### src/hdl/afpp_pkg.sv
/*
 * Constants, types and pin timing for the host-side controller of an
 * asynchronous 256K x 16 nonvolatile parallel memory.
 * Assumes a single 200 MHz core clock; the memory itself is clockless.
 */
package afpp_pkg;

    localparam int ADDR_W = 18;
    localparam int DATA_W = 16;
    localparam int COL_W  = 2;

    localparam int CLK_PERIOD_PS = 5000;
    // Pin timing in ns
    localparam int ACCESS_NS        = 55;
    localparam int RANDOM_CYCLE_NS  = 110;
    localparam int PAGE_CYCLE_NS    = 25;
    localparam int PRECHARGE_NS     = 55;
    localparam int DATA_SETUP_NS    = 15;
    // Least times round up
    localparam int ACCESS_CYC       =
        (ACCESS_NS * 1000 + CLK_PERIOD_PS - 1) / CLK_PERIOD_PS;
    localparam int RANDOM_CYCLE_CYC =
        (RANDOM_CYCLE_NS * 1000 + CLK_PERIOD_PS - 1) / CLK_PERIOD_PS;
    localparam int PAGE_CYCLE_CYC   =
        (PAGE_CYCLE_NS * 1000 + CLK_PERIOD_PS - 1) / CLK_PERIOD_PS;
    localparam int PRECHARGE_CYC    =
        (PRECHARGE_NS * 1000 + CLK_PERIOD_PS - 1) / CLK_PERIOD_PS;
    localparam int DATA_SETUP_CYC   =
        (DATA_SETUP_NS * 1000 + CLK_PERIOD_PS - 1) / CLK_PERIOD_PS;

    localparam int CNT_W = 6;
    localparam logic [CNT_W-1:0] CNT_ZERO = 6'h00;

    typedef struct packed {
        logic              write;
        logic [ADDR_W-1:0] word_address;
        logic [DATA_W-1:0] wdata;
        logic              upper_en;
        logic              lower_en;
    } afpp_req_t;

    typedef struct packed {
        logic              chip_sel_n;
        logic              write_n;
        logic              out_en_n;
        logic              upper_byte_sel_n;
        logic              lower_byte_sel_n;
        logic              sleep_n;
        logic [ADDR_W-1:0] word_address;
    } afpp_pins_t;

    localparam afpp_pins_t PINS_IDLE = '{
        chip_sel_n: 1'b1, write_n: 1'b1, out_en_n: 1'b1,
        upper_byte_sel_n: 1'b1, lower_byte_sel_n: 1'b1,
        sleep_n: 1'b1, word_address: 18'h00000};

endpackage
### src/hdl/afpp_host.sv
/*
 * Host controller driving the memory pins. One request at a time; keeps
 * the row open between requests to the same row for page-mode access.
 * Assumes requests synchronous to core_clk_i and a memory meeting its
 * access time held in the package constants.
 */
`timescale 1ns/1ps
module afpp_host
    import afpp_pkg::*;
(
    // Clock and reset
    input  wire logic              core_clk_i,
    input  wire logic              rstn_i,
    // Request side
    input  wire logic              req_valid_i,
    input  wire afpp_req_t         req_i,
    output logic                   req_ready_o,
    output logic                   rsp_valid_o,
    output logic [DATA_W-1:0]      rsp_rdata_o,
    // Sleep request, level
    input  wire logic              sleep_req_i,
    output logic                   asleep_o,
    // Memory pins
    output afpp_pins_t             pins_o,
    input  wire logic [DATA_W-1:0] data_io_i,
    output logic [DATA_W-1:0]      data_io_o,
    output logic [1:0]             data_io_oe_o
);

    typedef enum {
        ST_IDLE, ST_PRECHARGE, ST_ACCESS, ST_WSETUP, ST_GAP, ST_SLEEP
    } afpp_state_t;

    afpp_state_t       state, next_state;
    afpp_pins_t        pins, next_pins;
    logic [DATA_W-1:0] wdata, next_wdata;
    logic [1:0]        oe, next_oe;
    logic [CNT_W-1:0]  cnt, next_cnt;
    logic [CNT_W-1:0]  rc_cnt, next_rc_cnt;
    logic              row_open, next_row_open;
    logic              ready, next_ready;
    logic              rsp_valid, next_rsp_valid;
    logic [DATA_W-1:0] rdata, next_rdata;
    logic              asleep, next_asleep;
    logic              is_write, next_is_write;
    logic              same_row;

    assign same_row = row_open &&
        (req_i.word_address[ADDR_W-1:COL_W] ==
         pins.word_address[ADDR_W-1:COL_W]);

    // ------------------------------------------------------------------
    // Access sequencer
    // ------------------------------------------------------------------
    always_comb begin
        next_state     = state;
        next_pins      = pins;
        next_wdata     = wdata;
        next_oe        = oe;
        next_cnt       = (cnt != CNT_ZERO) ? cnt - 6'h01 : cnt;
        next_rc_cnt    = (rc_cnt != CNT_ZERO) ? rc_cnt - 6'h01 : rc_cnt;
        next_row_open  = row_open;
        next_ready     = 1'b0;
        next_rsp_valid = 1'b0;
        next_rdata     = rdata;
        next_asleep    = asleep;
        next_is_write  = is_write;
        case (state)
            ST_IDLE: begin
                if (sleep_req_i) begin
                    // Close the row as sleep_n falls, same cycle; sleep only between accesses
                    next_pins     = PINS_IDLE;
                    next_pins.sleep_n = 1'b0;
                    next_row_open = 1'b0;
                    next_cnt      = CNT_W'(PRECHARGE_CYC);
                    next_state    = ST_SLEEP;
                end else if (req_valid_i && ready) begin
                    next_is_write = req_i.write;
                    // Held past strobe rise until the next request
                    next_wdata    = req_i.wdata;
                    next_pins.word_address = req_i.word_address;
                    next_pins.upper_byte_sel_n = ~req_i.upper_en;
                    next_pins.lower_byte_sel_n = ~req_i.lower_en;
                    if (same_row) begin
                        // Column change only: page access
                        next_cnt   = CNT_W'(PAGE_CYCLE_CYC);
                        next_state = ST_ACCESS;
                    end else if (row_open) begin
                        // New row: pre-charge via select high
                        next_pins.chip_sel_n = 1'b1;
                        next_pins.out_en_n   = 1'b1;
                        next_row_open        = 1'b0;
                        next_cnt   = CNT_W'(PRECHARGE_CYC);
                        next_state = ST_PRECHARGE;
                    end else begin
                        next_cnt   = CNT_W'(PRECHARGE_CYC);
                        next_state = ST_PRECHARGE;
                    end
                    if (req_i.write) begin
                        next_pins.out_en_n = 1'b1;
                    end
                end else begin
                    next_ready = 1'b1;
                end
            end
            ST_PRECHARGE: begin
                // Pre-charge and random cycle spacing both gate reopening
                if (cnt == CNT_ZERO && rc_cnt == CNT_ZERO) begin
                    // Select falls: address latched, access opens
                    next_pins.chip_sel_n = 1'b0;
                    next_row_open        = 1'b1;
                    next_rc_cnt = CNT_W'(RANDOM_CYCLE_CYC);
                    next_cnt    = CNT_W'(ACCESS_CYC);
                    if (is_write) begin
                        // Strobe falls with select: strobe-controlled write
                        next_pins.write_n = 1'b0;
                        next_oe = {~next_pins.upper_byte_sel_n,
                                   ~next_pins.lower_byte_sel_n};
                    end else begin
                        next_pins.out_en_n = 1'b0;
                    end
                    next_state = ST_ACCESS;
                end
            end
            ST_ACCESS: begin
                if (is_write && pins.write_n) begin
                    // Page write: fresh strobe fall for this column
                    next_pins.out_en_n = 1'b1;
                    next_pins.write_n  = 1'b0;
                    next_oe = {~pins.upper_byte_sel_n,
                               ~pins.lower_byte_sel_n};
                    next_cnt = CNT_W'(ACCESS_CYC);
                end else if (!is_write && pins.out_en_n) begin
                    next_pins.out_en_n = 1'b0;
                end else if (cnt == CNT_ZERO) begin
                    if (is_write) begin
                        next_cnt   = CNT_W'(DATA_SETUP_CYC);
                        next_state = ST_WSETUP;
                    end else begin
                        next_rdata     = data_io_i;
                        next_rsp_valid = 1'b1;
                        next_state     = ST_GAP;
                    end
                end
            end
            ST_WSETUP: begin
                if (cnt == CNT_ZERO) begin
                    // Strobe rises: write committed, no polling
                    next_pins.write_n = 1'b1;
                    next_rsp_valid    = 1'b1;
                    next_state        = ST_GAP;
                end
            end
            ST_GAP: begin
                // Release bus a cycle after strobe rise for hold margin
                next_oe    = 2'h0;
                next_ready = 1'b1;
                next_state = ST_IDLE;
            end
            ST_SLEEP: begin
                next_asleep = 1'b1;
                if (!sleep_req_i && cnt == CNT_ZERO) begin
                    next_pins.sleep_n = 1'b1;
                    next_asleep = 1'b0;
                    next_cnt    = CNT_W'(PRECHARGE_CYC);
                    next_ready  = 1'b1;
                    next_state  = ST_IDLE;
                end
            end
            default: begin
                next_state = ST_IDLE;
                next_pins  = PINS_IDLE;
                next_oe    = 2'h0;
            end
        endcase
    end

    // ------------------------------------------------------------------
    // State registers
    // ------------------------------------------------------------------
    always_ff @(posedge core_clk_i or negedge rstn_i) begin
        if (!rstn_i) begin
            state     <= ST_IDLE;
            pins      <= PINS_IDLE;
            wdata     <= 16'h0000;
            oe        <= 2'h0;
            cnt       <= CNT_ZERO;
            rc_cnt    <= CNT_ZERO;
            row_open  <= 1'b0;
            ready     <= 1'b0;
            rsp_valid <= 1'b0;
            rdata     <= 16'h0000;
            asleep    <= 1'b0;
            is_write  <= 1'b0;
        end else begin
            state     <= next_state;
            pins      <= next_pins;
            wdata     <= next_wdata;
            oe        <= next_oe;
            cnt       <= next_cnt;
            rc_cnt    <= next_rc_cnt;
            row_open  <= next_row_open;
            ready     <= next_ready;
            rsp_valid <= next_rsp_valid;
            rdata     <= next_rdata;
            asleep    <= next_asleep;
            is_write  <= next_is_write;
        end
    end

    // ------------------------------------------------------------------
    // Outputs, all registered
    // ------------------------------------------------------------------
    assign req_ready_o  = ready;
    assign rsp_valid_o  = rsp_valid;
    assign rsp_rdata_o  = rdata;
    assign asleep_o     = asleep;
    assign pins_o       = pins;
    assign data_io_o    = wdata;
    assign data_io_oe_o = oe;

endmodule

### config.mk
export PLATFORM = sky130hd
export DESIGN_NAME = afpp_host
export DESIGN_NICKNAME = d
export VERILOG_FILES = /design/src/hdl/afpp_pkg.sv /design/src/hdl/afpp_host.sv
export SDC_FILE = /design/constraint.sdc
export NUM_CORES = 1
export LEC_CHECK = 0
export CORE_MARGIN = 3
export CORE_UTILIZATION = 43
export CTS_CLUSTER_SIZE = 12
export DETAILED_ROUTE_END_ITERATION = 7
export DONT_BUFFER_PORTS = 1
export GPL_TIMING_DRIVEN = 0
export PLACE_DENSITY_LB_ADDON = 0.3
export SYNTH_ARGS = -nofsm -noshare
export SYNTH_HDL_FRONTEND = slang
export SYNTH_SLANG_ARGS = --single-unit
### constraint.sdc
create_clock -name core_clk_i -period 4.6 [get_ports core_clk_i]
set_input_delay 0.69 -clock core_clk_i [delete_from_list [all_inputs] [get_ports core_clk_i]]
set_output_delay 0.69 -clock core_clk_i [all_outputs]
set_load 0.02 [all_outputs]
* Word-level counts from Yosys, hierarchy flattened
Index checks and enable logic that the tools add are counted. Widths: inputs -> output; s select.
Storage, ports and cells: flip-flop bits (word level) 107, logic and storage cells 156
Operators by class: add/sub/neg operators 2, eq/ne operators 22, mux-type cells 70, bitwise logic cells 14, reductions and logical operators 30
Operators with widths (count):
- $mux 32 | 8
- $pmux 32 s5 | 1
- $mux 6 | 12
- $eq 32x2->1 const B | 2
- $eq 32x3->1 const B | 2
- $mux 18 | 2
- $pmux 18 s2 | 1
- $eq 32x1->1 const B | 1
- $logic_not 32->1 | 1
- $mux 1 | 27
- $pmux 6 s4 | 1
- $ne 2x2->1 const B | 10
- $eq 16x16->1 | 1
- $not 1->1 | 14
- $reduce_and 7->1 | 2
- $logic_not 6->1 | 2
- $mux 3 | 4
- $ne 3x3->1 const B | 4
- $reduce_bool 6->1 | 2
- $sub 6x1->6 const B | 2
- $reduce_and 5->1 | 2
- $pmux 1 s3 | 3
- $mux 2 | 4
- $ne 4x4->1 const B | 2
- 17 further kinds | 28

* Depth between registers and ports, before layout
Gate-level depths: netlist of the first run.
depth in word-level cells 7, gate-level depth with buffers 8, depth with buffers taken out 7

* Worst setup path before layout of the first run
OpenSTA, ideal clock, no wires.
path type flip-flop to flip-flop, start point register cnt[0], end point register rdata[0] (netlist: rsp_rdata_o[0]), library setup time 125 ps, data arrival time 2019 ps, data required time 4475 ps, path slack 2456 ps, cell stages (with the launch flop) 9, buffers on the path 2, cells stage by stage dfrtp_1 > inv_1 > ha_1 > nor3b_2 > nand2_1 > or4_1 > buf_6 > buf_6 > mux2_4
Between the ends: longest elaborated chain between the ends 2
Ends and longest elaborated chain:
- start: declaration | line afpp_host.sv:38 | logic [CNT_W-1:0] cnt, next_cnt;
- start signal: assignment | line afpp_host.sv:200 | cnt <= next_cnt;
- $logic_not 6->1 | line afpp_host.sv:135 | end else if (cnt == CNT_ZERO) begin
- $reduce_and 5->1 (no line)
- end signal: assignment | line afpp_host.sv:205 | rdata <= next_rdata;
- end: declaration | line afpp_host.sv:43 | logic [DATA_W-1:0] rdata, next_rdata;
No other way between the ends. A chain may end at the register's enable or synchronous reset.

* Worst setup path in the final report of the first run
start point register rc_cnt[0], end point register state[0]
Between the ends: longest elaborated chain between the ends 4
Ends and longest elaborated chain:
- start: declaration | line afpp_host.sv:39 | logic [CNT_W-1:0] rc_cnt, next_rc_cnt;
- start signal: assignment | line afpp_host.sv:201 | rc_cnt <= next_rc_cnt;
- $logic_not 6->1 | line afpp_host.sv:108 | if (cnt == CNT_ZERO && rc_cnt == CNT_ZERO) begin
- $logic_and 1x1->1 | line afpp_host.sv:108
- $ne 2x2->1 (no line)
- $reduce_and 7->1 (no line)
- end signal: assignment | line afpp_host.sv:196 | state <= next_state;
- end: declaration | line afpp_host.sv:34 | afpp_state_t state, next_state;
No other way between the ends.

==> results.toml, run 1 <==
[critical_path]
cp.arrival_ns = 2.62
reg2regPathDepth = 7
start_kind = "flip-flop"
crit_path_cell_trace = "inv_1, ha_1, or4b_4, nor2_1, o221ai_1, o21ai_0, o31ai_1"
worst-path-max-fanout = 6
critical-path-top-delay-family = "simple AND/OR/NAND/NOR gates"
critical_path_class = "reg -> reg"
critical_path_buf_inv_count = 1
rrSetupSlack_ns = 2.21
cp_slowest_cell = "or4b_4"
max_stage_delay_ns = 0.51
required_ns = 4.82
r2r_start = "rc_cnt[0]"
endpoint_kind = "flip-flop"
r2r-end = "state[0]"

[floorplan]
fp.coreArea_um2 = 8460
rows = 33
start_util_pct = 45.6
die-area_um2 = 10100
ioPinCount = 118
chipHeight_um = 101
fp.dieW_um = 101

[drt]
drcViolationCount = 0
wl_per_cell_um = 18.5
antenna_left = 0
totalWireLength_um = 9060
vias = 2838
firstDrtPassIters = 5
drt_iter0_markers = 212
vias_per_cell = 5.78

[global_route]
grt_start_max_net_pins = 79
top_usage_layer = "met2"
grt_first_pass_wirelength_um = 14800
grt_use_total_pct = 18.4
use_met1_pct = 23.6
grtUsageMet3_pct = 8.24
grt_pass1_vias = 2919
grt_remaining_overflow = 0
antenna_found_initial = 0
use_met2_pct = 28.9

[synthesis]
synthTopCellsByArea = "dfrtp_1 (47%), mux2_2 (7.0%), nand2_1 (4.9%)"
synth_edf_count = 0
postSynthAreaPerCell_um2 = 10.5
synthTopCellsByCount = "dfrtp_1 (72), nand2_1 (50), o21ai_0 (32), mux2_2 (24), nor2_1 (23)"
syn_area_um2 = 3860
async_flop_share_pct = 100
yosysSeqAreaShare_pct = 50.8
synthFlopType = "dfrtp_1"
yosysUniqueCellTypes = 58
synth_warnings = 0
yosysMostFrequentCell = "dfrtp_1"
synth_top_area_share_pct = 46.7
synth-seq-cells = 78
yosys.area.top_type = "dfrtp_1"
syn_inst = 369
syn_nets = 429

[cts]
htreeDepth = 3
clock_latency_ns = 0.35
cts_buffers = 9
cts_resized = 0
cts-root-buf = "clkbuf_8"
cts_tree = "done"
post-cts-setup-buffers = 0
hold_buffers = 0
clkTransAtPathRegs_ns = 0.09
cts.sinks = 78
clock_path_buffers = 2

[run]
cap_violations = 0

[sta]
setup_viol = 0
max_freq_mhz = 418
tightest_slew_ns = 0.689
timing.slew.headroom_pct = 53.9
fin_skew_ns = 0.00763
rsz0062_at_grt = "false"
final_hold_viol_count = 0
fin_crit_ns = 2.39
setup_tns_ns = 0
slew_violations = 0
timing.final.crit_share_pct = 52.1
holdWs_ns = 0.0251

[placed_design]
gp_congestion = 0.935
io_buffers = 0
hpwl_um = 6710

[power_and_ir_drop]
p_per_area_nw_per_um2 = 720
pwr-share-comb_pct = 32.9
cellLeakagePower_nw = 1.81
switchingPower_mw = 1.37
p_seq_share_pct = 51.1
ir_worst_vdd_mv = 0.378
clock_power_share_pct = 16.0
switching_share_pct = 45.6
internal_power_mw = 1.64

[finish]
diodes = 0
nNetsFinal = 441
area_growth_pct = 8.37
drive_gt1_share_pct = 17.9

[hold_path]
worstHoldPathType = "in -> async"

[outcome]
outcome = "completed"
==> worst register-to-register path: cells and delay by family, from the launching register on <==
family / cells / cell delay (ns)
flip-flops: 1 / 0.38
adder cells (fa/ha/maj): 1 / 0.24
AND/OR/NAND/NOR: 2 / 0.89
buffers and inverters: 1 / 0.08
AO/OA/AOI/OAI: 3 / 0.68
==> power groups by stage <==
stage | combinational [mW] | sequential, mW | clock [mW]
final | 0.991 | 1.54 | 0.481
after global routing | 1.12 | 1.58 | 0.525
after CTS | 0.986 | 1.54 | 0.500
after detailed placement | 0.985 | 1.55 | 0
after global placement | 0.961 | 1.54 | 0
after floorplan | 0.789 | 1.47 | 0
==> worst max path at each step <==
stage	startpoint	to	slack, ns	cells after the start
after global routing	cnt[0]	data_io_oe_o[0]	2.02	7
after floorplan	cnt[0]	rsp_rdata_o[0]	2.46	8
after CTS	cnt[0]	data_io_oe_o[0]	2.23	7
after global placement	sleep_req_i	pins_o[7]	2.02	7
after detailed placement	sleep_req_i	data_io_o[10]	2.01	6
final	rc_cnt[0]	state[0]	2.21	7
==> state kept, by name, indices dropped and copies added, names as in the netlist <==
name,count
req_ready_o,1
rc_cnt,6
row_open,1
asleep_o,1
state,3
rsp_rdata_o,16
is_write,1
pins_o,24
rsp_valid_o,1
data_io_o,16
data_io_oe_o,2
cnt,6
==> metrics by stage <==
step	worst slack (ns)	area, um2	power, mW	cells	utilization, %
2_1_floorplan	2.46	3860	2.26	369	-
3_3_place_gp	2.02	3990	2.50	474	47.1
3_5_place_dp	2.01	3990	2.54	474	47.1
4_1_cts	2.23	4170	3.03	490	49.3
5_1_grt	2.02	4180	3.23	491	49.4
6_report	2.21	4180	3.01	491	49.4
==> placed cells by master, fill, tap and decap left out, types with 11 or more instances in the layout <==
cell / instances
xor2_1: 16
inv_1: 11
nand2_1: 50
mux2_2: 24
clkbuf_1: 11
nor3_1: 14
dfrtp_1: 72
nor2_1: 23
o21ai_0: 32
==> cells by family after synthesis <==
kind of cell | after synthesis | share of synthesized area (%)
AOI/OAI and AO/OA | 72 | 11.9
buffers and inverters | 27 | 3.08
and+or+nand+nor | 133 | 17.5
muxes | 34 | 10.8
DFF | 78 | 50.8
xor gates and xnor gates | 22 | 5.00
adders and majority gates | 3 | 0.973
==> layout make-up <==
| class | count | area (um2) |
|---|---|---|
| Buffer | 16 | 77.6 |
| Fill cell | 795 | 4290 |
| Clock buffer | 10 | 138 |
| Timing Repair Buffer | 1 | 10.0 |
| Sequential cell | 78 | 1960 |
| Clock inverter | 6 | 43.8 |
| Tap cell | 105 | 131 |
| Multi-Input combinational cell | 264 | 1780 |
| Inverter | 11 | 41.3 |
==> per-layer routing <==
metal | vias to the layer above | part of all wire (%) | wire (um)
met1 | 1344 | 41 | 3700
li1 | 1332 | - | -
met5 | - | 0 | 0
met3 | 9 | 12 | 1050
met2 | 153 | 47 | 4240
met4 | 0 | 0.88 | 80
(Power assumes the default switching activity.)
==> run 2: changes to the inputs <==
- clock period: 4.6 -> 2.25 ns (I/O delays scaled with it)
==> run 2 against run 1 <==
  * Cell count up 1.8%
  * Register-to-register slack lost 2.1 ns
  * Sequential cell count unchanged
  * Total power grew 110%
  * Critical path type unchanged
  * Sequential power up 100%
  * Largest cell class unchanged
  * Highest routed layer unchanged
  * Global-route usage grew 0.088 points
  * Die area stayed put
  * Worst hold slack better by 0.0096 ns
  * Critical path depth up 1
  * Combinational power increased by 120%
==> results.toml, run 2 (same netlist as run 1, synthesis figures left out) <==
[critical_path]
required_ns = 2.48
rrSetupSlack_ns = 0.1
endpoint_kind = "flip-flop"
cp_slowest_cell = "or4_1"
max_stage_delay_ns = 0.48
crit_path_cell_trace = "inv_1, ha_2, nor3b_4, nand2_2, or4_1, buf_6, buf_6, mux2_4"
critical-path-top-delay-family = "simple AND/OR/NAND/NOR gates"
worst-path-max-fanout = 10
reg2regPathDepth = 8
critical_path_buf_inv_count = 3
start_kind = "flip-flop"
cp.arrival_ns = 2.39
r2r-end = "rsp_rdata_o[12]"
critical_path_class = "reg -> reg"
cp_common_cell = "buf_6"
r2r_start = "cnt[1]"

[sta]
fin_crit_ns = 2.15
fin_skew_ns = 0.00751
tightest_slew_ns = 0.629
slew_violations = 0
max_freq_mhz = 464
timing.final.crit_share_pct = 95.7
rsz0062_at_grt = "true"
final_hold_viol_count = 0
timing.slew.headroom_pct = 57.5
setup_viol = 0
worst_slack_ns = 0.0970

[global_route]
grt_pass1_vias = 2936
antenna_found_initial = 0
grt_first_pass_wirelength_um = 14800
grt_start_max_net_pins = 79
grt_use_total_pct = 18.4
grt_remaining_overflow = 0

[floorplan]
die-area_um2 = 10100
ioPinCount = 118
start_util_pct = 45.6
fp.dieW_um = 101
chipHeight_um = 101
fp.coreArea_um2 = 8460
rows = 33

[finish]
nNetsFinal = 450
final_cell_mix = "dfrtp_1 (72), nand2_1 (49), o21ai_0 (31), mux2_2 (24), nor2_1 (22)"
diodes = 0
stdcell_count = 500
mostFrequentLayoutCell = "dfrtp_1"
fill_cells = 787
drive_gt1_share_pct = 21.5
area_growth_pct = 11.6
largest_reg_flops = 24

[hold_path]
hold_depth = 1
hp-start = "req_i[0]"
worstHoldPathType = "in -> reg"
hold_path_end = "pins_o[19]"

[power_and_ir_drop]
p_per_area_nw_per_um2 = 1460
cellLeakagePower_nw = 1.86
p_total_mw = 6.28
ir_worst_vdd_mv = 0.772

[run]
cap_violations = 0

[cts]
clock_latency_ns = 0.35
clkTransAtPathRegs_ns = 0.09
htreeDepth = 3
cts-root-buf = "clkbuf_8"
clock_path_buffers = 2
cts_tree = "done"
cts.sinks = 78
cts_buffers = 9

[drt]
totalWireLength_um = 9190
drcViolationCount = 0
wl_per_cell_um = 18.4
vias_per_cell = 5.78
drt_iter0_markers = 243
firstDrtPassIters = 5
antenna_left = 0
vias = 2888

[placed_design]
io_buffers = 0
dp_slack_ns = -0.109
placed_cells = 474
gp_congestion = 0.935
hpwl_um = 6710

[outcome]
outcome = "completed"
-- run 2: how the worst max path moves through the flow --
stage | from | end | cells after the start
final | cnt[1] | rsp_rdata_o[12] | 8
after global routing | req_ready_o | pins_o[16] | 6
after CTS | rc_cnt[0] | data_io_oe_o[0] | 7
after detailed placement | cnt[0] | rsp_rdata_o[12] | 8
after global placement | rc_cnt[0] | state[0] | 7
after floorplan | cnt[0] | rsp_rdata_o[0] | 8
-- run 2: per-stage QoR --
step | hold slack [ns] | cell area [um2] | TNS (ns) | utilization [%]
2_1_floorplan | 0.0419 | 3860 | 0 | -
3_3_place_gp | 0.0466 | 3990 | -1.30 | 47.1
3_5_place_dp | 0.0469 | 3990 | -2.16 | 47.1
4_1_cts | 0.0113 | 4250 | 0 | 50.2
5_1_grt | 0.0184 | 4300 | -0.00211 | 50.8
6_report | 0.0347 | 4300 | 0 | 50.8
-- run 2: layout make-up --
type / instances / area [um2] / share of cell area (%)
Buffer: 16 / 77.6 / 1.80
Clock buffer: 10 / 138 / 3.20
Clock inverter: 6 / 43.8 / 1.02
Inverter: 11 / 41.3 / 0.960
Multi-Input combinational cell: 264 / 1810 / 42.2
Sequential cell: 78 / 1960 / 45.5
Tap cell: 105 / 131 / 3.05
Timing Repair Buffer: 10 / 97.6 / 2.27
-- run 2: repair_timing --
item	in CTS	in global routing
endpoints found under the setup margin	27	45
gates resized for setup	5	9
hold buffers	2	0
hold endpoints to repair	78	0
buffers inserted	4	4
pin swaps	1	3
-- run 2: power breakdown --
part | total, mW | internal (mW) | leakage [nW] | switching, mW
registers | 3.15 | 2.01 | 0.967 | 1.13
logic | 2.15 | 0.957 | 0.804 | 1.19
clock network | 0.984 | 0.437 | 0.0930 | 0.547
-- run 2: worst register-to-register path, delay by kind of cell, from the launching register on --
family / cells / cell delay (ns)
buffers and inverters: 3 / 0.40
and+or+nand+nor: 3 / 0.75
adders and majority gates: 1 / 0.18
muxes: 1 / 0.30
DFF: 1 / 0.40
-- run 2: per-layer routing --
layer  routed length, um  part of all wire, %  up-vias  GRT usage [%]
met4                  58                 0.63        0           3.52
met3                 970                   11        7           7.96
li1                    -                    -     1352              -
met2                4320                   47      140           29.0
met1                3840                   42     1389           23.9
met5                   0                    0        -              0
